`src/hdl/cmd_decoder_regs.vh`:
```
// constants for the serial command decoder
`ifndef CMD_DECODER_REGS_VH
`define CMD_DECODER_REGS_VH
`define IDLE_BYTE_CMD 8'h00
`define RESUME_CMD_HI 7'h01
`define SLEEP_ENTRY_CMD_HI 7'h02
`define RESET_CMD_HI 7'h03
`define START_CMD_HI 7'h04
`define STOP_CMD_HI 7'h05
`define READ_RESULT_CMD_HI 7'h09
`define SYSTEM_OFFSET_CAL_CMD 8'h16
`define SYSTEM_GAIN_CAL_CMD 8'h17
`define SELF_OFFSET_CAL_CMD 8'h19
`define REGISTER_READ_CMD_HI 3'h1
`define REGISTER_WRITE_CMD_HI 3'h2
`define COUNT_BYTE_HI 3'h0
`define SLEEP_DELAY_CLKS 2
`define CAL_TYPE_SYS_OFFSET 2'h0
`define CAL_TYPE_SYS_GAIN 2'h1
`define CAL_TYPE_SELF_OFFSET 2'h2
`endif

```
`src/hdl/adc_serial_command_decoder.v`:
```
// serial command decoder for a delta-sigma converter
`timescale 1ns/10ps
`default_nettype none
`include "cmd_decoder_regs.vh"
// Summary of operation
// [RULE_01] all-zero byte does nothing
// [RULE_02] decode wake, sleep, reset, start, stop
// [RULE_03] exact bytes start three calibrations; the code starts them only while converting
// [RULE_04] 0001001x requests latest result read
// [RULE_05] register read: address byte, count byte
// [RULE_06] register write: address, count, data bytes
// [RULE_07] no result load during register access
// [RULE_08] chip select high abandons unfinished command
// [RULE_09] wake leaves sleep into standby
// [RULE_10] host runs external clock before wake
// [RULE_11] sleep aborts conversion, enters two clocks later
// [RULE_12] host gives two clocks after sleep
// [RULE_13] asleep: only read, result read, wake
// [RULE_14] reset clears filter, defaults, oscillator, standby
// [RULE_15] continuous start repeats conversions until stop
// [RULE_16] single-shot start does exactly one conversion
// [RULE_17] start ignored if sync pin high/converting
// [RULE_18] stop finishes conversion; none in single-shot
// [RULE_19] system offset cal updates offset correction
// [RULE_20] system gain cal updates fullscale correction
// [RULE_21] self offset cal shorts inputs, updates offset
// [RULE_22] sample on falling edge, shift rising
// [RULE_23] reads past last register return zero
// [RULE_24] register access blocks commands until finished
// [RULE_25] unknown first bytes have no effect
module adc_serial_command_decoder #(
	parameter LAST_REG_ADDR = 5'h11,
	parameter TIMEOUT_CLKS = 32768
) (
	input wire clk_i, // 250 mhz system clock
	input wire reset_i, // synchronous reset, active high
	input wire cs_n_i, // chip select pin, active low
	input wire sclk_i, // serial clock pin
	input wire din_i, // serial data in pin
	input wire sync_pin_i, // start/synchronise pin level
	input wire single_shot_i, // 1 selects single-shot mode
	input wire timeout_en_i, // enables serial timeout
	input wire conv_done_i, // pulse: a conversion completed
	input wire [23:0] result_i, // conversion result word
	input wire [7:0] reg_rdata_i, // register data at reg_addr_o
	output reg serial_out_o, // serial data out level
	output reg serial_out_en_o, // drive enable for data out
	output reg reg_wr_o, // pulse: write reg_wdata_o
	output reg [4:0] reg_addr_o, // register address
	output reg [7:0] reg_wdata_o, // register write data
	output reg asleep_o, // device in sleep state
	output reg converting_o, // conversions running
	output reg conv_start_o, // pulse: begin a conversion
	output reg conv_abort_o, // pulse: abort conversion
	output reg filter_clear_o, // pulse: clear digital filter
	output reg defaults_load_o, // pulse: restore default config
	output reg int_osc_sel_o, // internal oscillator selected
	output reg cal_start_o, // pulse: begin calibration
	output reg [1:0] cal_type_o, // calibration kind
	output reg result_load_o // pulse: result to shift register
);
	localparam ST_CMD = 5'h01;
	localparam ST_COUNT = 5'h02;
	localparam ST_RDOUT = 5'h04;
	localparam ST_WRDATA = 5'h08;
	localparam ST_RESOUT = 5'h10;

	reg cs_m_reg;
	reg cs_s_reg;
	reg sclk_m_reg;
	reg sclk_s_reg;
	reg sclk_d_reg;
	reg din_m_reg;
	reg din_s_reg;
	// pin synchronisers; idle levels on reset so no false edge follows
	always @(posedge clk_i) begin
		if (reset_i) begin
			cs_m_reg <= 1'b1;
			cs_s_reg <= 1'b1;
			sclk_m_reg <= 1'b0;
			sclk_s_reg <= 1'b0;
			sclk_d_reg <= 1'b0;
			din_m_reg <= 1'b0;
			din_s_reg <= 1'b0;
		end else begin
			cs_m_reg <= cs_n_i;
			cs_s_reg <= cs_m_reg;
			sclk_m_reg <= sclk_i;
			sclk_s_reg <= sclk_m_reg;
			sclk_d_reg <= sclk_s_reg;
			din_m_reg <= din_i;
			din_s_reg <= din_m_reg;
		end
	end
	wire fall = sclk_d_reg & ~sclk_s_reg & ~cs_s_reg;
	wire rise = ~sclk_d_reg & sclk_s_reg & ~cs_s_reg;

	reg [4:0] state_reg;
	reg [2:0] bit_reg;
	reg [7:0] shift_reg;
	reg [7:0] out_reg;
	reg [23:0] res_reg;
	reg [4:0] count_reg;
	reg is_read_reg;
	reg [1:0] sleep_cnt_reg;
	reg sleep_pend_reg;
	reg stop_pend_reg;
	reg [15:0] to_cnt_reg;
	reg wr_adv_reg;
	wire [7:0] byte_in = {shift_reg[6:0], din_s_reg};
	wire byte_done = fall && bit_reg == 3'h7;
	wire timeout = timeout_en_i && to_cnt_reg == TIMEOUT_CLKS[15:0] - 16'h1;
	wire in_sync = sync_pin_i;
	wire [7:0] rd_byte = (reg_addr_o > LAST_REG_ADDR[4:0]) ? 8'h00 :
		reg_rdata_i; // RULE_23
	// write address advances only after the first data byte
	wire [4:0] wr_addr = reg_addr_o + {4'h0, wr_adv_reg};
	// first-byte decode, least significant bit ignored where allowed
	wire is_register_read_cmd = byte_in[7:5] == `REGISTER_READ_CMD_HI;
	wire is_register_write_cmd = byte_in[7:5] == `REGISTER_WRITE_CMD_HI;
	wire is_rdata = byte_in[7:1] == `READ_RESULT_CMD_HI;
	wire is_wake = byte_in[7:1] == `RESUME_CMD_HI;
	wire is_sys_off = byte_in == `SYSTEM_OFFSET_CAL_CMD;
	wire is_sys_gain = byte_in == `SYSTEM_GAIN_CAL_CMD;
	wire is_self_off = byte_in == `SELF_OFFSET_CAL_CMD;
	wire is_count = byte_in[7:5] == `COUNT_BYTE_HI;

	// serial timeout: no complete byte within the limit resets the link
	always @(posedge clk_i) begin
		if (reset_i || byte_done || cs_s_reg)
			to_cnt_reg <= 16'h0000;
		else
			to_cnt_reg <= to_cnt_reg + 16'h1;
	end

	// output driven only while the synchronised select is low
	always @(posedge clk_i) begin
		if (reset_i)
			serial_out_en_o <= 1'b0;
		else
			serial_out_en_o <= ~cs_s_reg;
	end

	always @(posedge clk_i) begin
		reg_wr_o <= 1'b0;
		conv_start_o <= 1'b0;
		conv_abort_o <= 1'b0;
		filter_clear_o <= 1'b0;
		defaults_load_o <= 1'b0;
		cal_start_o <= 1'b0;
		result_load_o <= 1'b0;
		if (reset_i) begin
			state_reg <= ST_CMD;
			bit_reg <= 3'h0;
			shift_reg <= 8'h00;
			out_reg <= 8'h00;
			res_reg <= 24'h000000;
			count_reg <= 5'h00;
			is_read_reg <= 1'b0;
			sleep_cnt_reg <= 2'h0;
			sleep_pend_reg <= 1'b0;
			stop_pend_reg <= 1'b0;
			wr_adv_reg <= 1'b0;
			serial_out_o <= 1'b0;
			reg_addr_o <= 5'h00;
			reg_wdata_o <= 8'h00;
			asleep_o <= 1'b0;
			converting_o <= 1'b0;
			int_osc_sel_o <= 1'b1;
			cal_type_o <= 2'h0;
		end else begin
			if (fall)
				shift_reg <= byte_in; // RULE_22
			if (fall)
				bit_reg <= bit_reg + 3'h1;
			if (rise) begin
				serial_out_o <= out_reg[7]; // RULE_22
				out_reg <= {out_reg[6:0], 1'b0};
			end
			// result load blocked during register access
			if (conv_done_i) begin
				res_reg <= result_i;
				if (state_reg == ST_CMD) begin // RULE_07
					out_reg <= result_i[23:16];
					result_load_o <= 1'b1;
				end
				if (single_shot_i || stop_pend_reg) begin // RULE_16
					converting_o <= 1'b0; // RULE_18
					stop_pend_reg <= 1'b0;
				end
			end
			if (sleep_pend_reg) begin
				if (sleep_cnt_reg == `SLEEP_DELAY_CLKS - 1) begin
					asleep_o <= 1'b1; // RULE_11
					sleep_pend_reg <= 1'b0;
				end
				sleep_cnt_reg <= sleep_cnt_reg + 2'h1;
			end
			if (cs_s_reg || timeout) begin
				state_reg <= ST_CMD; // RULE_08 RULE_24
				bit_reg <= 3'h0;
			end else if (byte_done) begin
				case (state_reg)
				ST_CMD: begin
					if (is_register_read_cmd) begin
						reg_addr_o <= byte_in[4:0]; // RULE_05
						is_read_reg <= 1'b1;
						state_reg <= ST_COUNT;
					end else if (!asleep_o &&
						is_register_write_cmd) begin // RULE_13
						reg_addr_o <= byte_in[4:0]; // RULE_06
						is_read_reg <= 1'b0;
						state_reg <= ST_COUNT;
					end else if (is_rdata) begin
						out_reg <= res_reg[23:16]; // RULE_04
						count_reg <= 5'h02;
						state_reg <= ST_RESOUT;
					end else if (is_wake) begin
						asleep_o <= 1'b0; // RULE_09
						sleep_pend_reg <= 1'b0;
					end else if (!asleep_o) begin // RULE_13
						case (byte_in[7:1])
						`SLEEP_ENTRY_CMD_HI: begin
							conv_abort_o <= 1'b1; // RULE_11
							converting_o <= 1'b0;
							stop_pend_reg <= 1'b0;
							sleep_pend_reg <= 1'b1;
							sleep_cnt_reg <= 2'h0;
						end
						`RESET_CMD_HI: begin
							filter_clear_o <= 1'b1; // RULE_14
							defaults_load_o <= 1'b1;
							int_osc_sel_o <= 1'b1;
							converting_o <= 1'b0;
							stop_pend_reg <= 1'b0;
						end
						`START_CMD_HI: begin
							if (!in_sync && !converting_o) begin // RULE_17
								conv_start_o <= 1'b1; // RULE_15
								converting_o <= 1'b1;
							end
						end
						`STOP_CMD_HI: begin
							if (!single_shot_i && converting_o)
								stop_pend_reg <= 1'b1; // RULE_18
						end
						default: begin
							// calibration is only honoured while converting
							if (converting_o) begin
								if (is_sys_off) begin
									cal_start_o <= 1'b1; // RULE_03 RULE_19
									cal_type_o <= `CAL_TYPE_SYS_OFFSET;
								end else if (is_sys_gain) begin
									cal_start_o <= 1'b1; // RULE_03 RULE_20
									cal_type_o <= `CAL_TYPE_SYS_GAIN;
								end else if (is_self_off) begin
									cal_start_o <= 1'b1; // RULE_03 RULE_21
									cal_type_o <= `CAL_TYPE_SELF_OFFSET;
								end
							end
							// idle byte and unknown bytes fall through
						end // RULE_01 RULE_25
						endcase
					end
				end
				ST_COUNT: begin
					if (!is_count)
						state_reg <= ST_CMD; // RULE_25
					else begin
						count_reg <= byte_in[4:0];
						if (is_read_reg) begin
							out_reg <= rd_byte; // RULE_05
							state_reg <= ST_RDOUT;
						end else begin
							wr_adv_reg <= 1'b0;
							state_reg <= ST_WRDATA;
						end
					end
				end
				ST_RDOUT: begin
					if (count_reg == 5'h00)
						state_reg <= ST_CMD; // RULE_24
					else begin
						count_reg <= count_reg - 5'h01;
						reg_addr_o <= reg_addr_o + 5'h01;
					end
				end
				ST_WRDATA: begin
					reg_addr_o <= wr_addr;
					wr_adv_reg <= 1'b1;
					if (wr_addr <= LAST_REG_ADDR[4:0]) begin
						reg_wr_o <= 1'b1; // RULE_06
						reg_wdata_o <= byte_in;
					end
					if (count_reg == 5'h00)
						state_reg <= ST_CMD; // RULE_24
					else
						count_reg <= count_reg - 5'h01;
				end
				ST_RESOUT: begin
					if (count_reg == 5'h00)
						state_reg <= ST_CMD;
					else begin
						count_reg <= count_reg - 5'h01;
						out_reg <= (count_reg == 5'h02) ? res_reg[15:8] :
							res_reg[7:0];
					end
				end
				default: state_reg <= ST_CMD;
				endcase
			end
			// next register byte once address has advanced
			if (state_reg == ST_RDOUT && bit_reg == 3'h0 && rise) begin
				serial_out_o <= rd_byte[7]; // RULE_23
				out_reg <= {rd_byte[6:0], 1'b0};
			end
			// automatic restart in continuous mode: a new start pulse is issued here on each completed conversion unless a stop is pending
			if (conv_done_i && converting_o && !single_shot_i &&
				!stop_pend_reg)
				conv_start_o <= 1'b1; // RULE_15
		end
	end
endmodule // adc_serial_command_decoder
`default_nettype wire

```
`config.mk`:
```
export PLATFORM = sky130hd
export DESIGN_NAME = adc_serial_command_decoder
export DESIGN_NICKNAME = d
export VERILOG_FILES = /design/src/hdl/adc_serial_command_decoder.v
export VERILOG_INCLUDE_DIRS = /design/src /design/src/hdl
export SDC_FILE = /design/constraint.sdc
export NUM_CORES = 1
export LEC_CHECK = 0
export BUFFER_PORTS_ARGS = -buffer_cell sky130_fd_sc_hd__clkbuf_2
export CAP_MARGIN = 20
export CORE_MARGIN = 4
export CORE_UTILIZATION = 43
export DETAILED_ROUTE_END_ITERATION = 7
export GPL_TIMING_DRIVEN = 0
export PLACE_DENSITY = 0.71
export RECOVER_POWER = 25
export SYNTH_ARGS = -nofsm -noshare
export SYNTH_HDL_FRONTEND = slang
export SYNTH_SLANG_ARGS = --single-unit
```
`constraint.sdc`:
```
create_clock -name clk_i -period 2.15 [get_ports clk_i]
set_clock_uncertainty 0.2 [all_clocks]
set_input_delay 0.645 -clock clk_i [delete_from_list [all_inputs] [get_ports clk_i]]
set_output_delay 0.645 -clock clk_i [all_outputs]
set_load 0.01 [all_outputs]
```
Word level (Yosys, flattened, before mapping)

Cells that the tools add are included.

Magnitude comparators: 2
Eq/ne operators: 30
Add/sub/neg operators: 6
Reductions and logical operators: 44
Bitwise logic cells: 19
Multiplexer cells: 114

Operator list:

| kind                                                  | number |
|---|---|
| 2-to-1 mux 8 bit                                      | 14 |
| 2-to-1 mux 1 bit                                      | 66 |
| 2-to-1 mux 5 bit                                      | 12 |
| one-hot mux 5 bit (3 select lines)                    | 3 |
| 2-to-1 mux 2 bit                                      | 13 |
| equality test 8 x 5 -> 1 bit, second input constant   | 3 |
| one-hot mux 8 bit (3 select lines)                    | 1 |
| adder 16 x 1 -> 16 bit, second input constant         | 1 |
| equality test 16 x 15 -> 1 bit, second input constant | 1 |
| NOT 1 bit                                             | 15 |
| equality test 7 x 2 -> 1 bit, second input constant   | 2 |
| equality test 7 x 3 -> 1 bit, second input constant   | 2 |
| != test 2 bit, second input constant                  | 7 |
| OR reduction 14 bit                                   | 1 |
| AND reduction 11 bit                                  | 1 |
| equality test 5 x 2 -> 1 bit, second input constant   | 2 |
| logical AND 1 bit                                     | 10 |
| AND reduction 5 bit                                   | 2 |
| nonzero test 3 bit                                    | 3 |
| OR reduction 9 bit                                    | 1 |
| 2-to-1 mux 4 bit                                      | 2 |
| AND reduction 4 bit                                   | 2 |
| AND reduction 8 bit                                   | 1 |
| OR reduction 2 bit                                    | 4 |
| other kinds (30)                                      | 46 |

Flip-flop bits (word level): 106
Word-level logic and storage cells: 248
Output and inout bits: 27
Input port bits: 41

Longest topological paths before layout

Depth after elaboration: 13
Depth in mapped cells: 9
Depth with buffers taken out: 8

Least setup slack after synthesis

No wires, ideal clock.

Kind: register to register
Start point: register reg_addr_o[0]
End point: register reg_wdata_o[0]
Data required time: 1.822 ns
Slack: -0.283 ns
Period minus slack after synthesis: 2.433 ns
Buffers on the path: 0
Arrival time: 2.105 ns
Library setup time: 0.128 ns
Stages on the path, launching flop included: 9
Path through: dfxtp_1 ha_1 ha_1 or3_1 a21oi_1 a311oi_1 nor3_4 mux2i_1 nor2_1

Cells in the longest elaborated chain, start to end: 3

RTL lines:

| element                              | line                             | RTL |
|---|---|---|
| from (decl)                          | adc_serial_command_decoder.v:49  | `output reg [4:0] reg_addr_o,` |
| from (signal assigned)               | adc_serial_command_decoder.v:206 | `reg_addr_o <= byte_in[4:0];` |
| from (signal assigned)               | adc_serial_command_decoder.v:211 | `reg_addr_o <= byte_in[4:0];` |
| from (signal assigned)               | adc_serial_command_decoder.v:285 | `reg_addr_o <= reg_addr_o + 5'h01;` |
| adder 5 x 1 -> 5 bit                 | adc_serial_command_decoder.v:117 | `wire [4:0] wr_addr = reg_addr_o + {4'h0, wr_adv_reg};` |
| less-or-equal comparator 5 bit       | adc_serial_command_decoder.v:291 | `if (wr_addr <= LAST_REG_ADDR[4:0]) begin` |
| AND reduction 4 bit (no source line) | n/a                              |  |
| to (signal assigned)                 | adc_serial_command_decoder.v:293 | `reg_wdata_o <= byte_in;` |
| to (decl)                            | adc_serial_command_decoder.v:50  | `output reg [7:0] reg_wdata_o,` |

Every way passes these cells.
A chain may end at the register's enable or synchronous reset.

Worst setup path after layout

Start point: register count_reg[0]
End point: register out_reg[1]

Cells in the longest elaborated chain, start to end: 7
Elaborated cells on any way between the ends: 8
Classes of those cells: 1 x eq/ne; 6 x mux; 1 x reduce/logical

RTL lines:

| element                              | line                             | RTL |
|---|---|---|
| from (decl)                          | adc_serial_command_decoder.v:103 | `reg [4:0] count_reg;` |
| from (signal assigned)               | adc_serial_command_decoder.v:270 | `count_reg <= byte_in[4:0];` |
| from (signal assigned)               | adc_serial_command_decoder.v:284 | `count_reg <= count_reg - 5'h01;` |
| from (signal assigned)               | adc_serial_command_decoder.v:298 | `count_reg <= count_reg - 5'h01;` |
| equality test 5 x 2 -> 1 bit         | adc_serial_command_decoder.v:305 | `out_reg <= (count_reg == 5'h02) ? res_reg[15:8] :` |
| 2-to-1 mux 8 bit                     | adc_serial_command_decoder.v:305 |  |
| 2-to-1 mux 8 bit *                   | adc_serial_command_decoder.v:301 | `if (count_reg == 5'h00)` |
| one-hot mux 8 bit (3 select lines) * | adc_serial_command_decoder.v:203 | `case (state_reg)` |
| 2-to-1 mux 8 bit *                   | adc_serial_command_decoder.v:202 | `end else if (byte_done) begin` |
| 2-to-1 mux 8 bit *                   | adc_serial_command_decoder.v:199 | `if (cs_s_reg \|\| timeout) begin` |
| 2-to-1 mux 8 bit *                   | adc_serial_command_decoder.v:313 | `if (state_reg == ST_RDOUT && bit_reg == 3'h0 && rise) begin` |
| to (signal assigned)                 | adc_serial_command_decoder.v:215 | `out_reg <= res_reg[23:16];` |
| to (signal assigned)                 | adc_serial_command_decoder.v:305 |  |
| to (signal assigned)                 | adc_serial_command_decoder.v:315 | `out_reg <= {rd_byte[6:0], 1'b0};` |
| to (decl)                            | adc_serial_command_decoder.v:101 | `reg [7:0] out_reg;` |

Mark *: on every way between the ends. The rest lies on a longest branch, timed or not.

==> flow_summary.ini <==
[die]
core.rowCount = 40
io_pins = 68
coreArea_sq_mm = 0.0122
dieArea_sq_mm = 0.0145
start_util_pct = 44.6
die_width_microns = 120
die_y_microns = 120

[yosys]
synth_largest_area_cell = dfxtp_1
ys.flop_type = dfxtp_1
ys_top_cells_by_count = 109 x nor2_1, 106 x dfxtp_1, 57 x mux2i_1
synth_most_common_cell = nor2_1
synth_nets = 672
synth_top_area_share_pct = 39.1
ys_warn_count = 0
ys_seq_area_share_pct = 39.1
synth-async-reset-ratio_pct = 0
syn_area_sq_mm = 0.00543
ys_types = 72
ys_seq_elements = 106
synth_area_leaders = dfxtp_1 39%, mux2i_1 11%, nor2_1 7.5%, ha_1 2.8%, nand2_1 2.2%
postSynthAreaPerCell_sq_um = 8.77
synth_enable_flop_cells = 0
synth_cells = 619

[cells_and_area]
largest_reg_flops = 24
fillCellCount = 1042
syn_to_final_growth_pct = 32.7
final_area_sq_mm = 0.00720
final_nets = 794
drive_above_1_share_pct = 32.3
post-route-util_pct = 59.2
antenna_cells = 0

[min_path]
hold_path_class = flop to flop
holdPathStages = 1
min_to = cs_s_reg$_SDFF_PP1_
hold_start = cs_m_reg$_SDFF_PP1_

[status]
status = finished, violations left
failed_checks = setup timing

[pwr]
power_density_mw_per_mm2 = 570
power_leakage_nw = 2.77
vdd_drop_max_uv = 447

[placement]
port_buffers = 66
dpl_cell_area_sq_mm = 0.00602
gp_congestion = 0.925
hpwlAfterDp_microns = 10400
pre_cts_ws_ns = -0.660

[sta]
tightest_slew_ns = 0.765
grt_setup_unrepaired = true
setup_viol = 16
relSlewSlack_pct = 49.0
period_share_pct = 107
slew_violations = 0
hold_viol = 0
fin_ws_ns = -0.147
fin_crit_ns = 2.30
max_freq_mhz = 435

[routing]
drt-initial-drc-count = 385
viasPerCell = 5.65
drc = 0
ant_nets = 0
wl_per_cell_microns = 17.1
dr.pass1.iters = 6
dr_total_vias = 5166
routed_wl_microns = 15600

[critical_path]
cp_max_fo = 7
r2r_slack_ns = -0.15
r2r_end = out_reg[1]$_SDFF_PP0_
critPathKind = flop to flop
start_kind = flop
cp.required_ns = 2.19
reg2regPathDepth = 9
crit_arrival_ns = 2.34
crit-reg2reg-launch = count_reg[0]$_SDFFE_PP0P_
endpoint_kind = flop

[clocking]
numCtsBuffers = 9
clock_latency_ns = 0.36
htree_levels = 3
cts_hold_buf = 0
cts_sinks = 106
tritoncts = built
clkTransAtPathRegs_ns = 0.07
clock_path_buffers = 2
root_buffer = clkbuf_16

[global_routing]
grt_max_degree = 18
grtUsageTotal_pct = 20.9
grt_remaining_overflow = 0
antenna_found_initial = 0
grt_pass1_vias = 4985
grt_pass1_wl_microns = 24400

[flow_run]
cap_violations = 0
cells in the final DEF, fill, tap and decap left out, types with 14 or more instances in the layout:
cell / count
buf_4: 53
nor2_1: 104
nand2_1: 31
a22oi_1: 14
clkbuf_2: 50
dfxtp_2: 21
mux2i_1: 56
clkbuf_1: 32
dfxtp_1: 78
o21ai_0: 17
nor2b_1: 16
a21oi_1: 16
nand3_1: 14
worst max path at each step:
stage,endpoint,slack [ns],cells past startpoint,startpoint
2_1_floorplan,reg_wdata_o[0]$_SDFFE_PP0P_,-0.11,8,reg_addr_o[0]$_SDFFE_PP0P_
3_3_place_gp,res_reg[17]$_SDFFE_PP0P_,-0.63,5,conv_done_i
3_5_place_dp,res_reg[22]$_SDFFE_PP0P_,-0.66,5,conv_done_i
4_1_cts,out_reg[1]$_SDFF_PP0_,-0.12,9,count_reg[0]$_SDFFE_PP0P_
5_1_grt,out_reg[1]$_SDFF_PP0_,-0.22,9,count_reg[0]$_SDFFE_PP0P_
6_report,out_reg[1]$_SDFF_PP0_,-0.15,9,count_reg[0]$_SDFFE_PP0P_
layout make-up:
type	instances	area [sq um]	area share [%]
clock buffer	10	250	3.48
buffer	29	183	2.54
multi-input combinational	468	3540	49.2
sequential	106	2170	30.2
tap	168	210	2.92
clock inverter	6	86.3	1.20
inverter	9	33.8	0.469
timing repair buffer	118	721	10.0
power breakdown:
| group | total (W) | switching [W] | leakage [nW] | internal, W |
|---|---|---|---|---|
| sequential | 0.00203 | 0.0000315 | 0.878 | 0.00200 |
| combinational | 0.000227 | 0.000129 | 1.73 | 0.0000979 |
| clock | 0.00185 | 0.000754 | 0.164 | 0.00109 |
| total | 0.00410 | 0.000915 | 2.77 | 0.00319 |
logic make-up after synthesis:
kind of cell	Yosys count	synth area share, %
simple gates	256	24.4
mux	62	11.5
xor+xnor	20	3.23
buf+inv	46	3.69
fa+ha+maj	12	2.77
other cells	1	0.0691
flops	106	39.1
compound gates	116	15.2
stage by stage:
stage | std cells | hold slack (ns) | setup TNS, ns | power [W]
after global routing | 914 | 0.236 | -2.90 | 0.00424
after global placement | 853 | 0.200 | -21.42 | 0.00229
after detailed placement | 853 | 0.208 | -22.57 | 0.00230
final | 914 | 0.217 | -1.09 | 0.00410
after floorplan | 619 | 0.189 | -0.961 | 0.00220
after CTS | 889 | 0.222 | -1.19 | 0.00413
per-layer routing:
metal,GRT usage [%],part of all wire (%),up-vias
li1,-,-,2470
met1,26.4,42,2466
met2,34.3,48,199
met3,4.49,7.3,31
met4,9.63,2.3,0
met5,0,0,-
what timing repair did:
item | in CTS | in global routing
buffers inserted | 23 | 29
pin swaps | 18 | 29
resized for setup | 64 | 83
cloned | 1 | 0
setup endpoints to repair | 67 | 47
worst max-delay path, cell delays in order (launching register included):
cell and delay, ns:
dfxtp_2 0.33, inv_2 0.07, ha_4 0.12, or4b_4 0.47, or2_0 0.23, clkbuf_8 0.16
o221a_1 0.25, o22ai_2 0.12, a31oi_1 0.10, o311a_1 0.14
(Power assumes the default switching activity.)
